<file path="src/include/ecpcr_defs.vh">
// Purpose: constants of the extended parallel port control block
// Assumes: included once per file through its guard
// Notes:   offsets are port-relative byte addresses
`ifndef ECPCR_DEFS_VH
`define ECPCR_DEFS_VH
// Register offsets within the upper port window
`define ECPCR_OFS_FIFO      3'h0
`define ECPCR_OFS_CFGB      3'h1
`define ECPCR_OFS_ECR       3'h2
// Offsets within the lower port window
`define ECPCR_OFS_DATA      3'h0
`define ECPCR_OFS_CTRL      3'h2
// Mode codes
`define ECPCR_MODE_STD      3'h0
`define ECPCR_MODE_BIDIR    3'h1
`define ECPCR_MODE_FIFO     3'h2
`define ECPCR_MODE_ECP      3'h3
`define ECPCR_MODE_TEST     3'h6
`define ECPCR_MODE_CONFIG   3'h7
// Extended control field positions
`define ECPCR_ECR_FAULTN    4
`define ECPCR_ECR_BLOCK_TRANSFER_ENABLE     3
`define ECPCR_ECR_SERV      2
`define ECPCR_ECR_FULL      1
`define ECPCR_ECR_EMPTY     0
// Reset read value of the extended control register, empty flag included
`define ECPCR_ECR_RESET     8'h15
// Control register field positions
`define ECPCR_DCR_DIR       5
`define ECPCR_DCR_ACKIE     4
`define ECPCR_DCR_AUTOFD    1
`define ECPCR_DCR_STROBE    0
// Configuration words
`define ECPCR_CFG_A         8'h10
`define ECPCR_CFG_B         8'h00
// FIFO geometry and thresholds
`define ECPCR_FIFO_DEPTH    16
`define ECPCR_FIFO_AW       4
`define ECPCR_CNT_W         5
`define ECPCR_WR_THRESH     5'h08
`define ECPCR_RD_THRESH     5'h08
// Longest run of consecutive DMA requests
`define ECPCR_DMA_BURST     6'h20
`endif

</file>
<file path="src/ecpcr_fifo.v">
// Purpose: byte FIFO shared by both transfer directions
// Assumes: one clock, synchronous clear
// Notes:   a read of an empty FIFO keeps the last byte on the output
`timescale 1ns/1ps
`include "ecpcr_defs.vh"
module ecpcr_fifo (
  // Clock and reset
  input  wire                      clk_in,
  input  wire                      rst_in,
  input  wire                      clear_in,
  // Write side
  input  wire                      push_in,
  input  wire [7:0]                wdata_in,
  // Read side
  input  wire                      pop_in,
  output reg  [7:0]                rdata_out,
  // Fill level
  output reg  [`ECPCR_CNT_W-1:0]   count_out
);
  reg [7:0]               mem [0:`ECPCR_FIFO_DEPTH-1]; // Byte store
  reg [`ECPCR_FIFO_AW-1:0] wptr;                        // Write pointer
  reg [`ECPCR_FIFO_AW-1:0] rptr;                        // Read pointer
  reg [7:0]               last;                        // Last popped byte
  wire full  = (count_out == `ECPCR_FIFO_DEPTH);
  wire empty = (count_out == {`ECPCR_CNT_W{1'b0}});
  wire do_push = push_in & ~full;  // Full FIFO refuses new bytes
  wire do_pop  = pop_in & ~empty;  // Empty read keeps last byte

  // Storage write
  always @(posedge clk_in) begin
    if (do_push) begin
      mem[wptr] <= wdata_in;
    end
  end

  // Head byte shows ahead of the pop; a dry FIFO repeats the last one
  always @* begin
    rdata_out = empty ? last : mem[rptr];
  end

  // Pointers, level and last popped byte
  always @(posedge clk_in or posedge rst_in) begin
    if (rst_in) begin
      wptr      <= {`ECPCR_FIFO_AW{1'b0}};
      rptr      <= {`ECPCR_FIFO_AW{1'b0}};
      count_out <= {`ECPCR_CNT_W{1'b0}};
      last      <= 8'h00;
    end else if (clear_in) begin
      wptr      <= {`ECPCR_FIFO_AW{1'b0}};
      rptr      <= {`ECPCR_FIFO_AW{1'b0}};
      count_out <= {`ECPCR_CNT_W{1'b0}};
    end else begin
      if (do_push) begin
        wptr <= wptr + 1'b1;
      end
      if (do_pop) begin
        rptr      <= rptr + 1'b1;
        last      <= mem[rptr];
      end
      if (do_push & ~do_pop) begin
        count_out <= count_out + 1'b1;
      end else if (do_pop & ~do_push) begin
        count_out <= count_out - 1'b1;
      end
    end
  end
endmodule

</file>
<file path="src/ecpcr_port.v">
// Purpose: extended control of a host parallel port with ECP FIFO
// Assumes: CPU port bus synchronous to CORE_CLK_IN, one access a cycle
// Notes:   read data is registered, valid the cycle after RD strobe
`timescale 1ns/1ps
`include "ecpcr_defs.vh"
module ecpcr_port (
  // Clock and reset
  input  wire       CORE_CLK_IN,
  input  wire       RST_IN,
  // CPU register port
  input  wire       UPPER_SEL_IN,     // High selects FIFO/ECR window
  input  wire [2:0] ADDR_IN,
  input  wire       WR_IN,
  input  wire       RD_IN,
  input  wire [7:0] WDATA_IN,
  output reg  [7:0] RDATA_OUT,
  // DMA
  output reg        DMA_REQ_OUT,
  input  wire       DMA_ACK_IN,
  input  wire       DMA_TC_IN,
  // Interrupt
  output reg        IRQ_OUT,
  // Printer pins
  input  wire [7:0] PRINTER_DATA_LINES_IN,
  output reg  [7:0] PRINTER_DATA_LINES_OUT,
  output reg        PRINTER_DATA_LINES_OE_OUT,
  output reg        HOST_STROBE_LINE_OUT,
  output reg        HOST_ACK_LINE_OUT,
  input  wire       PERIPHERAL_ACK_LINE_IN,
  input  wire       PERIPHERAL_BUSY_IN,
  input  wire       PERIPHERAL_FAULT_N_IN
);
  // Registers
  reg [2:0] mode;                   // Operating mode
  reg       fault_irq_enable_n;     // Active-low fault interrupt enable
  reg       block_transfer_enable;  // DMA enable
  reg       service_request_mask;   // Service bit
  reg [5:0] ctrl;                   // Control register bits 5..0
  reg [7:0] data_latch;             // Data port latch
  reg       fault_q;                // Delayed fault input
  reg       ack_q;                  // Delayed acknowledge input
  reg [5:0] dma_run;                // Consecutive request cycles
  reg [3:0] hs_state;               // Handshake state
  reg [7:0] tx_byte;                // Byte on the lines
  reg       tx_cmd;                 // Byte is a command

  // Handshake states, one-hot
  localparam HS_IDLE = 4'b0001;
  localparam HS_LOAD = 4'b0010;
  localparam HS_STRB = 4'b0100;
  localparam HS_WAIT = 4'b1000;

  // Decoded access strobes
  wire wr_ecr  = WR_IN & UPPER_SEL_IN & (ADDR_IN == `ECPCR_OFS_ECR);
  wire rd_ecr  = RD_IN & UPPER_SEL_IN & (ADDR_IN == `ECPCR_OFS_ECR);
  wire wr_fifo = WR_IN & UPPER_SEL_IN & (ADDR_IN == `ECPCR_OFS_FIFO);
  wire rd_fifo = RD_IN & UPPER_SEL_IN & (ADDR_IN == `ECPCR_OFS_FIFO);
  wire wr_cmdq = WR_IN & ~UPPER_SEL_IN & (ADDR_IN == `ECPCR_OFS_DATA);
  wire wr_data = WR_IN & ~UPPER_SEL_IN & (ADDR_IN == `ECPCR_OFS_DATA);
  wire wr_ctrl = WR_IN & ~UPPER_SEL_IN & (ADDR_IN == `ECPCR_OFS_CTRL);
  wire rd_data = RD_IN & ~UPPER_SEL_IN & (ADDR_IN == `ECPCR_OFS_DATA);
  wire rd_ctrl = RD_IN & ~UPPER_SEL_IN & (ADDR_IN == `ECPCR_OFS_CTRL);

  // Mode decode
  wire m_std  = (mode == `ECPCR_MODE_STD);
  wire m_bi   = (mode == `ECPCR_MODE_BIDIR);
  wire m_fifo = (mode == `ECPCR_MODE_FIFO);
  wire m_ecp  = (mode == `ECPCR_MODE_ECP);
  wire m_test = (mode == `ECPCR_MODE_TEST);
  wire m_cfg  = (mode == `ECPCR_MODE_CONFIG);
  wire dir_rev = ctrl[`ECPCR_DCR_DIR] & ~m_std & ~m_fifo;

  // FIFO level and status
  wire [`ECPCR_CNT_W-1:0] level;
  wire [7:0]              fifo_q;
  localparam [`ECPCR_CNT_W-1:0] DEPTH_W = `ECPCR_FIFO_DEPTH; // Level width
  wire [`ECPCR_CNT_W-1:0] free = DEPTH_W - level;
  wire f_full  = (level == `ECPCR_FIFO_DEPTH);
  wire f_empty = (level == {`ECPCR_CNT_W{1'b0}});

  // Tag bit rides beside each byte so queues share one FIFO
  reg  [`ECPCR_FIFO_DEPTH-1:0] tag_mem;
  reg  [`ECPCR_FIFO_AW-1:0]    tag_wp;
  reg  [`ECPCR_FIFO_AW-1:0]    tag_rp;

  // Receive strobe from peripheral ack in ECP reverse
  wire ack_rise = PERIPHERAL_ACK_LINE_IN & ~ack_q;
  wire ack_fall = ~PERIPHERAL_ACK_LINE_IN & ack_q;
  wire rx_push  = m_ecp & dir_rev & ack_fall & ~f_full;

  // DMA cycle and pushes/pops
  wire dma_go   = block_transfer_enable & ~service_request_mask;
  wire dma_cyc  = DMA_REQ_OUT & DMA_ACK_IN;
  wire [`ECPCR_CNT_W-1:0] in_flight = {{(`ECPCR_CNT_W-1){1'b0}}, dma_cyc};
  wire dma_room = dir_rev ? (level > in_flight) : (free > in_flight);
  wire host_fwd = (m_fifo | m_ecp) & ~dir_rev;
  wire cmd_push = wr_cmdq & m_ecp & ~dir_rev;
  wire dat_push = (wr_fifo & (host_fwd | m_test))
                | (dma_cyc & ~dir_rev);
  wire hs_pop   = (hs_state == HS_IDLE) & host_fwd & ~f_empty
                & ~PERIPHERAL_BUSY_IN;
  wire host_pop = (rd_fifo & ((m_ecp & dir_rev) | m_test))
                | (dma_cyc & dir_rev);
  wire push     = cmd_push | dat_push | rx_push;
  wire [7:0] push_d = rx_push ? PRINTER_DATA_LINES_IN : WDATA_IN;
  wire pop      = hs_pop | host_pop;

  // Shared FIFO, held clear in standard mode
  ecpcr_fifo u_fifo (
    .clk_in    (CORE_CLK_IN),
    .rst_in    (RST_IN),
    .clear_in  (m_std),
    .push_in   (push),
    .wdata_in  (push_d),
    .pop_in    (pop),
    .rdata_out (fifo_q),
    .count_out (level)
  );

  // Service, fault and acknowledge interrupt events
  wire svc_tc  = block_transfer_enable & dma_cyc & DMA_TC_IN;
  wire svc_wr  = ~block_transfer_enable & ~dir_rev & host_fwd
               & (free >= `ECPCR_WR_THRESH);
  wire svc_rd  = ~block_transfer_enable & dir_rev & m_ecp
               & (level >= `ECPCR_RD_THRESH);
  wire svc_evt = ~service_request_mask & (svc_tc | svc_wr | svc_rd);
  wire flt_wr  = wr_ecr & fault_irq_enable_n & ~WDATA_IN[`ECPCR_ECR_FAULTN]
               & (WDATA_IN[7:5] == `ECPCR_MODE_ECP);
  wire flt_evt = ~PERIPHERAL_FAULT_N_IN
               & ((m_ecp & ~fault_irq_enable_n & fault_q) | flt_wr);
  wire ack_evt = ctrl[`ECPCR_DCR_ACKIE] & ack_rise;

  // Extended control and mode register
  always @(posedge CORE_CLK_IN or posedge RST_IN) begin
    if (RST_IN) begin
      mode                  <= `ECPCR_MODE_STD;
      fault_irq_enable_n    <= 1'b1;
      block_transfer_enable <= 1'b0;
      service_request_mask  <= 1'b1;
    end else begin
      if (wr_ecr) begin
        mode                  <= WDATA_IN[7:5];
        fault_irq_enable_n    <= WDATA_IN[`ECPCR_ECR_FAULTN];
        block_transfer_enable <= WDATA_IN[`ECPCR_ECR_BLOCK_TRANSFER_ENABLE];
      end
      // Hardware set wins over a software clear
      if (svc_evt) begin
        service_request_mask <= 1'b1;
      end else if (wr_ecr) begin
        service_request_mask <= WDATA_IN[`ECPCR_ECR_SERV];
      end
    end
  end

  // Control register and data latch
  always @(posedge CORE_CLK_IN or posedge RST_IN) begin
    if (RST_IN) begin
      ctrl       <= 6'h00;
      data_latch <= 8'h00;
    end else begin
      if (wr_ctrl) begin
        ctrl <= WDATA_IN[5:0];
        // Direction only writable from bidirectional mode
        if (!m_bi) begin
          ctrl[`ECPCR_DCR_DIR] <= ctrl[`ECPCR_DCR_DIR];
        end
      end else if (m_std) begin
        ctrl[`ECPCR_DCR_DIR] <= 1'b0;
      end
      if (wr_data & (m_std | m_bi)) begin
        data_latch <= WDATA_IN;
      end
    end
  end

  // Input edge history
  always @(posedge CORE_CLK_IN or posedge RST_IN) begin
    if (RST_IN) begin
      fault_q <= 1'b1;
      ack_q   <= 1'b1;
    end else begin
      fault_q <= PERIPHERAL_FAULT_N_IN;
      ack_q   <= PERIPHERAL_ACK_LINE_IN;
    end
  end

  // Tag memory marks command bytes
  always @(posedge CORE_CLK_IN or posedge RST_IN) begin
    if (RST_IN) begin
      tag_mem <= {`ECPCR_FIFO_DEPTH{1'b0}};
      tag_wp  <= {`ECPCR_FIFO_AW{1'b0}};
      tag_rp  <= {`ECPCR_FIFO_AW{1'b0}};
    end else if (m_std) begin
      tag_wp <= {`ECPCR_FIFO_AW{1'b0}};
      tag_rp <= {`ECPCR_FIFO_AW{1'b0}};
    end else begin
      if (push & ~f_full) begin
        tag_mem[tag_wp] <= cmd_push;
        tag_wp          <= tag_wp + 1'b1;
      end
      if (pop & ~f_empty) begin
        tag_rp <= tag_rp + 1'b1;
      end
    end
  end

  // Forward handshake engine
  always @(posedge CORE_CLK_IN or posedge RST_IN) begin
    if (RST_IN) begin
      hs_state <= HS_IDLE;
      tx_byte  <= 8'h00;
      tx_cmd   <= 1'b0;
    end else begin
      case (hs_state)
        HS_IDLE: begin
          if (hs_pop) begin
            tx_cmd   <= tag_mem[tag_rp];
            tx_byte  <= fifo_q;  // Head byte leaves with its tag
            hs_state <= HS_LOAD;
          end
        end
        HS_LOAD: begin
          hs_state <= HS_STRB;
        end
        HS_STRB: begin
          if (PERIPHERAL_BUSY_IN | m_fifo) begin
            hs_state <= HS_WAIT;
          end
        end
        HS_WAIT: begin
          if (!PERIPHERAL_BUSY_IN) begin
            hs_state <= HS_IDLE;
          end
        end
        default: begin
          hs_state <= HS_IDLE;
        end
      endcase
      // Leaving the automatic modes abandons the transfer
      if (!host_fwd) begin
        hs_state <= HS_IDLE;
      end
    end
  end

  // DMA request with a cap on consecutive cycles
  always @(posedge CORE_CLK_IN or posedge RST_IN) begin
    if (RST_IN) begin
      DMA_REQ_OUT <= 1'b0;
      dma_run     <= 6'h00;
    end else begin
      if (dma_go & (m_fifo | m_ecp | m_test)
          & (dma_run < `ECPCR_DMA_BURST) & ~svc_tc
          & dma_room) begin
        DMA_REQ_OUT <= 1'b1;
        dma_run     <= dma_run + 6'h01;
      end else begin
        DMA_REQ_OUT <= 1'b0;
        dma_run     <= 6'h00;
      end
    end
  end

  // Pin drivers
  always @(posedge CORE_CLK_IN or posedge RST_IN) begin
    if (RST_IN) begin
      PRINTER_DATA_LINES_OUT    <= 8'h00;
      PRINTER_DATA_LINES_OE_OUT <= 1'b1;
      HOST_STROBE_LINE_OUT      <= 1'b1;
      HOST_ACK_LINE_OUT         <= 1'b1;
      IRQ_OUT                   <= 1'b0;
    end else begin
      PRINTER_DATA_LINES_OE_OUT <= ~dir_rev;
      if (host_fwd & (hs_state != HS_IDLE)) begin
        PRINTER_DATA_LINES_OUT <= tx_byte;
        HOST_STROBE_LINE_OUT   <= (hs_state != HS_STRB);
        HOST_ACK_LINE_OUT      <= ~(m_ecp & tx_cmd);
      end else if (m_ecp & dir_rev & ~wr_ecr) begin
        HOST_STROBE_LINE_OUT <= 1'b1;
        HOST_ACK_LINE_OUT    <= f_full | ~ack_q;
      end else if (m_ecp & dir_rev) begin
        HOST_ACK_LINE_OUT <= 1'b1;
      end else begin
        // Test mode shows FIFO output; strobe follows the control strobe bit
        PRINTER_DATA_LINES_OUT <= m_test ? fifo_q : data_latch;
        HOST_STROBE_LINE_OUT   <= ~ctrl[`ECPCR_DCR_STROBE];
        HOST_ACK_LINE_OUT      <= ~ctrl[`ECPCR_DCR_AUTOFD];
      end
      IRQ_OUT <= svc_evt | flt_evt | ack_evt;
    end
  end

  // Read data mux
  always @(posedge CORE_CLK_IN or posedge RST_IN) begin
    if (RST_IN) begin
      RDATA_OUT <= 8'h00;
    end else if (rd_ecr) begin
      RDATA_OUT <= {mode, fault_irq_enable_n, block_transfer_enable,
                    service_request_mask, f_full, f_empty};
    end else if (UPPER_SEL_IN & RD_IN & m_cfg) begin
      RDATA_OUT <= (ADDR_IN == `ECPCR_OFS_CFGB) ? `ECPCR_CFG_B
                                                : `ECPCR_CFG_A;
    end else if (rd_fifo) begin
      RDATA_OUT <= fifo_q;
    end else if (rd_data) begin
      RDATA_OUT <= dir_rev ? PRINTER_DATA_LINES_IN : data_latch;
    end else if (rd_ctrl) begin
      RDATA_OUT <= {2'b11, ctrl};
    end else begin
      RDATA_OUT <= 8'h00;
    end
  end
endmodule

</file>
<file path="config.mk">
export PLATFORM = sky130hd
export DESIGN_NAME = ecpcr_port
export DESIGN_NICKNAME = d
export VERILOG_FILES = /design/src/ecpcr_fifo.v /design/src/ecpcr_port.v
export VERILOG_INCLUDE_DIRS = /design/src /design/src/include
export SDC_FILE = /design/constraint.sdc
export NUM_CORES = 1
export LEC_CHECK = 0
export BUFFER_PORTS_ARGS = -buffer_cell sky130_fd_sc_hd__buf_2
export CORE_UTILIZATION = 55
export CTS_CLUSTER_SIZE = 28
export DETAILED_ROUTE_END_ITERATION = 8
export GPL_ROUTABILITY_DRIVEN = 0
export PLACE_DENSITY_LB_ADDON = 0.2
export SYNTH_ARGS = -nofsm -noshare
export SYNTH_HDL_FRONTEND = slang
export SYNTH_SLANG_ARGS = --single-unit
</file>
<file path="constraint.sdc">
create_clock -name CORE_CLK_IN -period 4.25 [get_ports CORE_CLK_IN]
set_input_delay 0.85 -clock CORE_CLK_IN [delete_from_list [all_inputs] [get_ports CORE_CLK_IN]]
set_output_delay 0.85 -clock CORE_CLK_IN [all_outputs]
set_load 0.02 [all_outputs]
</file>
==> out/metrics.csv <==
metric,value,unit
Final period util,90.3,%
Pleak,4.54,nW
post-synthesis sequential area ratio,61.0,%
Vias per Instance,6.20,
CORE AREA,18900,sq um
worst clock skew,0.0302,ns
vias in the first global route,6824,
share of cells above drive strength 1,25.0,%
"Clk pin slew, worst setup/hold paths",0.06,ns
Slew @ Worst Pin,1.03,ns
Hold WS,0.388,ns
Sink Count,235,
full die area,20000,sq um
detailed-route DRC error count,0,
Sw Share,31.1,%
# diodes,0,
Skew-Pair Late Insertion Delay,0.53,ns
Layout Nets,878,
Slew HR,31.4,%
synthesized instance count,770,
Internal Pwr Total,0.00449,W
Post-Layout Cell Count,1107,
TritonCTS Buffers,24,
CTS Buffer Depth,3,
CP max FO,10,
CP arrival,4.27,ns
GR Overflow Total,0,
Synth async-reset ratio,45.5,%
count of different cell masters after synthesis,62,
Yosys warning total,0,
Synth Cell Area,10700,sq um
Critical Path RT,4.68,ns
critical path class,flip-flop to flip-flop,
Pins Over Slew Limit,0,
Setup WS post-layout,0.412,ns
H-tree levels,1,
area of the multi-input gates,3910,sq um
Comb power frac,25.1,%
IO Pins,50,
average instance area after synthesis,13.9,sq um
fillers,1413,
Routed Wire Length,24.4,mm
DIE WIDTH,142,um
Reg power frac,45.0,%
outcome,"complete, no violations",
syn_nets,819,
# port buffers,49,
unrepaired setup endpoints after global routing,no,
post-CTS resize count,0,
most common cell in the netlist,edfxtp_1,
Pre-Repair DR Iteration Count,6,
Max Cap Viol,0,
Place WS,0.414,ns
Final Hold Fails,0,
Die Ht,142,um
Final Cell Area,12000,sq um
setup bufs post-CTS,0,
Clock Power Share,29.9,%
register area,6530,sq um
total track usage,25.4,%
HP Class,primary input to asynchronous set/reset pin,
Routed WL per cell,22.1,um
row cnt,50,
Inst Count DP,1063,
Post-synth EDFFs,128,
Antenna Nets Post-Route,0,
Worst setup EP type,flip-flop,
Fmax,261,MHz
initial antenna violation count,0,
Setup crit start kind,flip-flop,
leading area contributor after synthesis,edfxtp_1,
initial core utilization,56.7,%
setup_tns,0,ns
via count,6859,
CTS tree,done,
Iter 0 DRT Violations,493,
Main synth FF type,edfxtp_1,
Period minus WS final,3.84,ns
dpl hpwl,17.4,mm
Synth area leaders,"edfxtp_1 36%, dfrtp_1 23%, mux4_2 9.0%",
largest net degree at the start of global routing,45,
post-synthesis register bit count,235,
Commonest cells post-synth,"128 x edfxtp_1, 99 x dfrtp_1, 58 x nand2_1, 44 x nor2_1, 44 x o21ai_0",
VDD IR max,0.341,mV
setup violators final,0,
first-pass GRT wire length,38.7,mm
Sw Pwr,0.00203,W
synthesis-to-layout area growth,12.3,%
Synth top area share,35.9,%
Post-Place Cell Area,11300,sq um
root buf cell,clkbuf_16,
Post-CTS Hold Fix Bufs,0,
cell area power density,541,nW/um^2
power by group through the flow:
stage	registers, W	logic (W)	clock network [W]
floorplan	0.00288	0.00123	0
global placement	0.00296	0.00158	0
detailed placement	0.00298	0.00163	0
CTS	0.00293	0.00163	0.00198
global route	0.00297	0.00177	0.00208
finish	0.00293	0.00163	0.00195
stage by stage:
step           power (W)  utilization [%]
6_report         0.00651             63.7
5_1_grt          0.00682             63.7
4_1_cts          0.00655             63.7
3_5_place_dp     0.00460             59.8
3_3_place_gp     0.00454             59.8
2_1_floorplan    0.00411                -
cell type report:
cell class	instances	area share, %
multi-input cells	473	32.5
clock buffers	36	5.70
flip-flops and latches	235	54.3
well taps	260	2.70
repair buffers	77	3.79
inverters	18	0.582
clock inverters	8	0.406
worst max-delay path, stage by stage (launching register included):
cell and delay [ns]:
dfrtp_1 0.49, inv_1 0.08, ha_1 0.23, nor3b_1 0.16, ha_1 0.21, or4b_1 0.75, o311a_4 0.24, a21oi_4 0.16
nand2_1 0.15, fa_1 0.47, a21o_1 0.19, a21o_1 0.18, o2111ai_1 0.10, o31a_1 0.18, mux2i_1 0.18
layer usage:
layer  vias to the layer above  wire length, um  track usage [%]
met5                         -                0                0
met4                         0              762             8.83
li1                       3052                -                -
met2                       290            11900             42.4
met1                      3455            10100             34.5
met3                        62             1600             3.68
cells by family (layout without fill, tap and decap cells):
group	Yosys count	count (layout)	share of synthesized area, %
buffers and inverters	62	139	2.50
and+or+nand+nor	193	193	8.85
xor gates and xnor gates	16	16	1.38
DFF	235	235	61.0
AOI/OAI and AO/OA	137	137	8.34
adders and majority gates	20	20	2.41
muxes	107	107	15.5
sequential cells by signal (all words and copies together), names as in the netlist, 5 cells and up:
| register | count |
|---|---|
| ctrl | 6 |
| tag_mem | 16 |
| RDATA_OUT | 8 |
| u_fifo.count_out | 5 |
| tx_byte | 8 |
| data_latch | 8 |
| u_fifo.mem | 128 |
| dma_run | 6 |
| PRINTER_DATA_LINES_OUT | 8 |
| u_fifo.last | 8 |
final timing paths:
path                       depth (start not counted)             endpoint                 from  slack, ns
setup / recovery                                  14  u_fifo.count_out[4]  u_fifo.count_out[1]       0.41
hold / removal                                     2       u_fifo.rptr[0]               RST_IN       0.39
max in group asynchronous                          3    HOST_ACK_LINE_OUT               RST_IN       3.02
min in group CORE_CLK_IN                           1           dma_run[0]           dma_run[0]       0.46
setup reg to reg                                  14  u_fifo.count_out[4]  u_fifo.count_out[1]       0.41
hold reg to reg                                    1           dma_run[0]           dma_run[0]       0.46
cells in the final DEF (no fill, tap or decap), drive strengths merged, types with 9 or more instances in the layout:
cell,instances
edfxtp,128
dfrtp,99
buf,77
nand2,58
o21ai,47
nor2,45
mux2,45
mux4,43
clkbuf,36
nand3,30
a21oi,23
mux2i,19
ha,19
inv,18
o31ai,15
a31oi,11
xnor2,10
nand4,9
(Power assumes the default switching activity.)
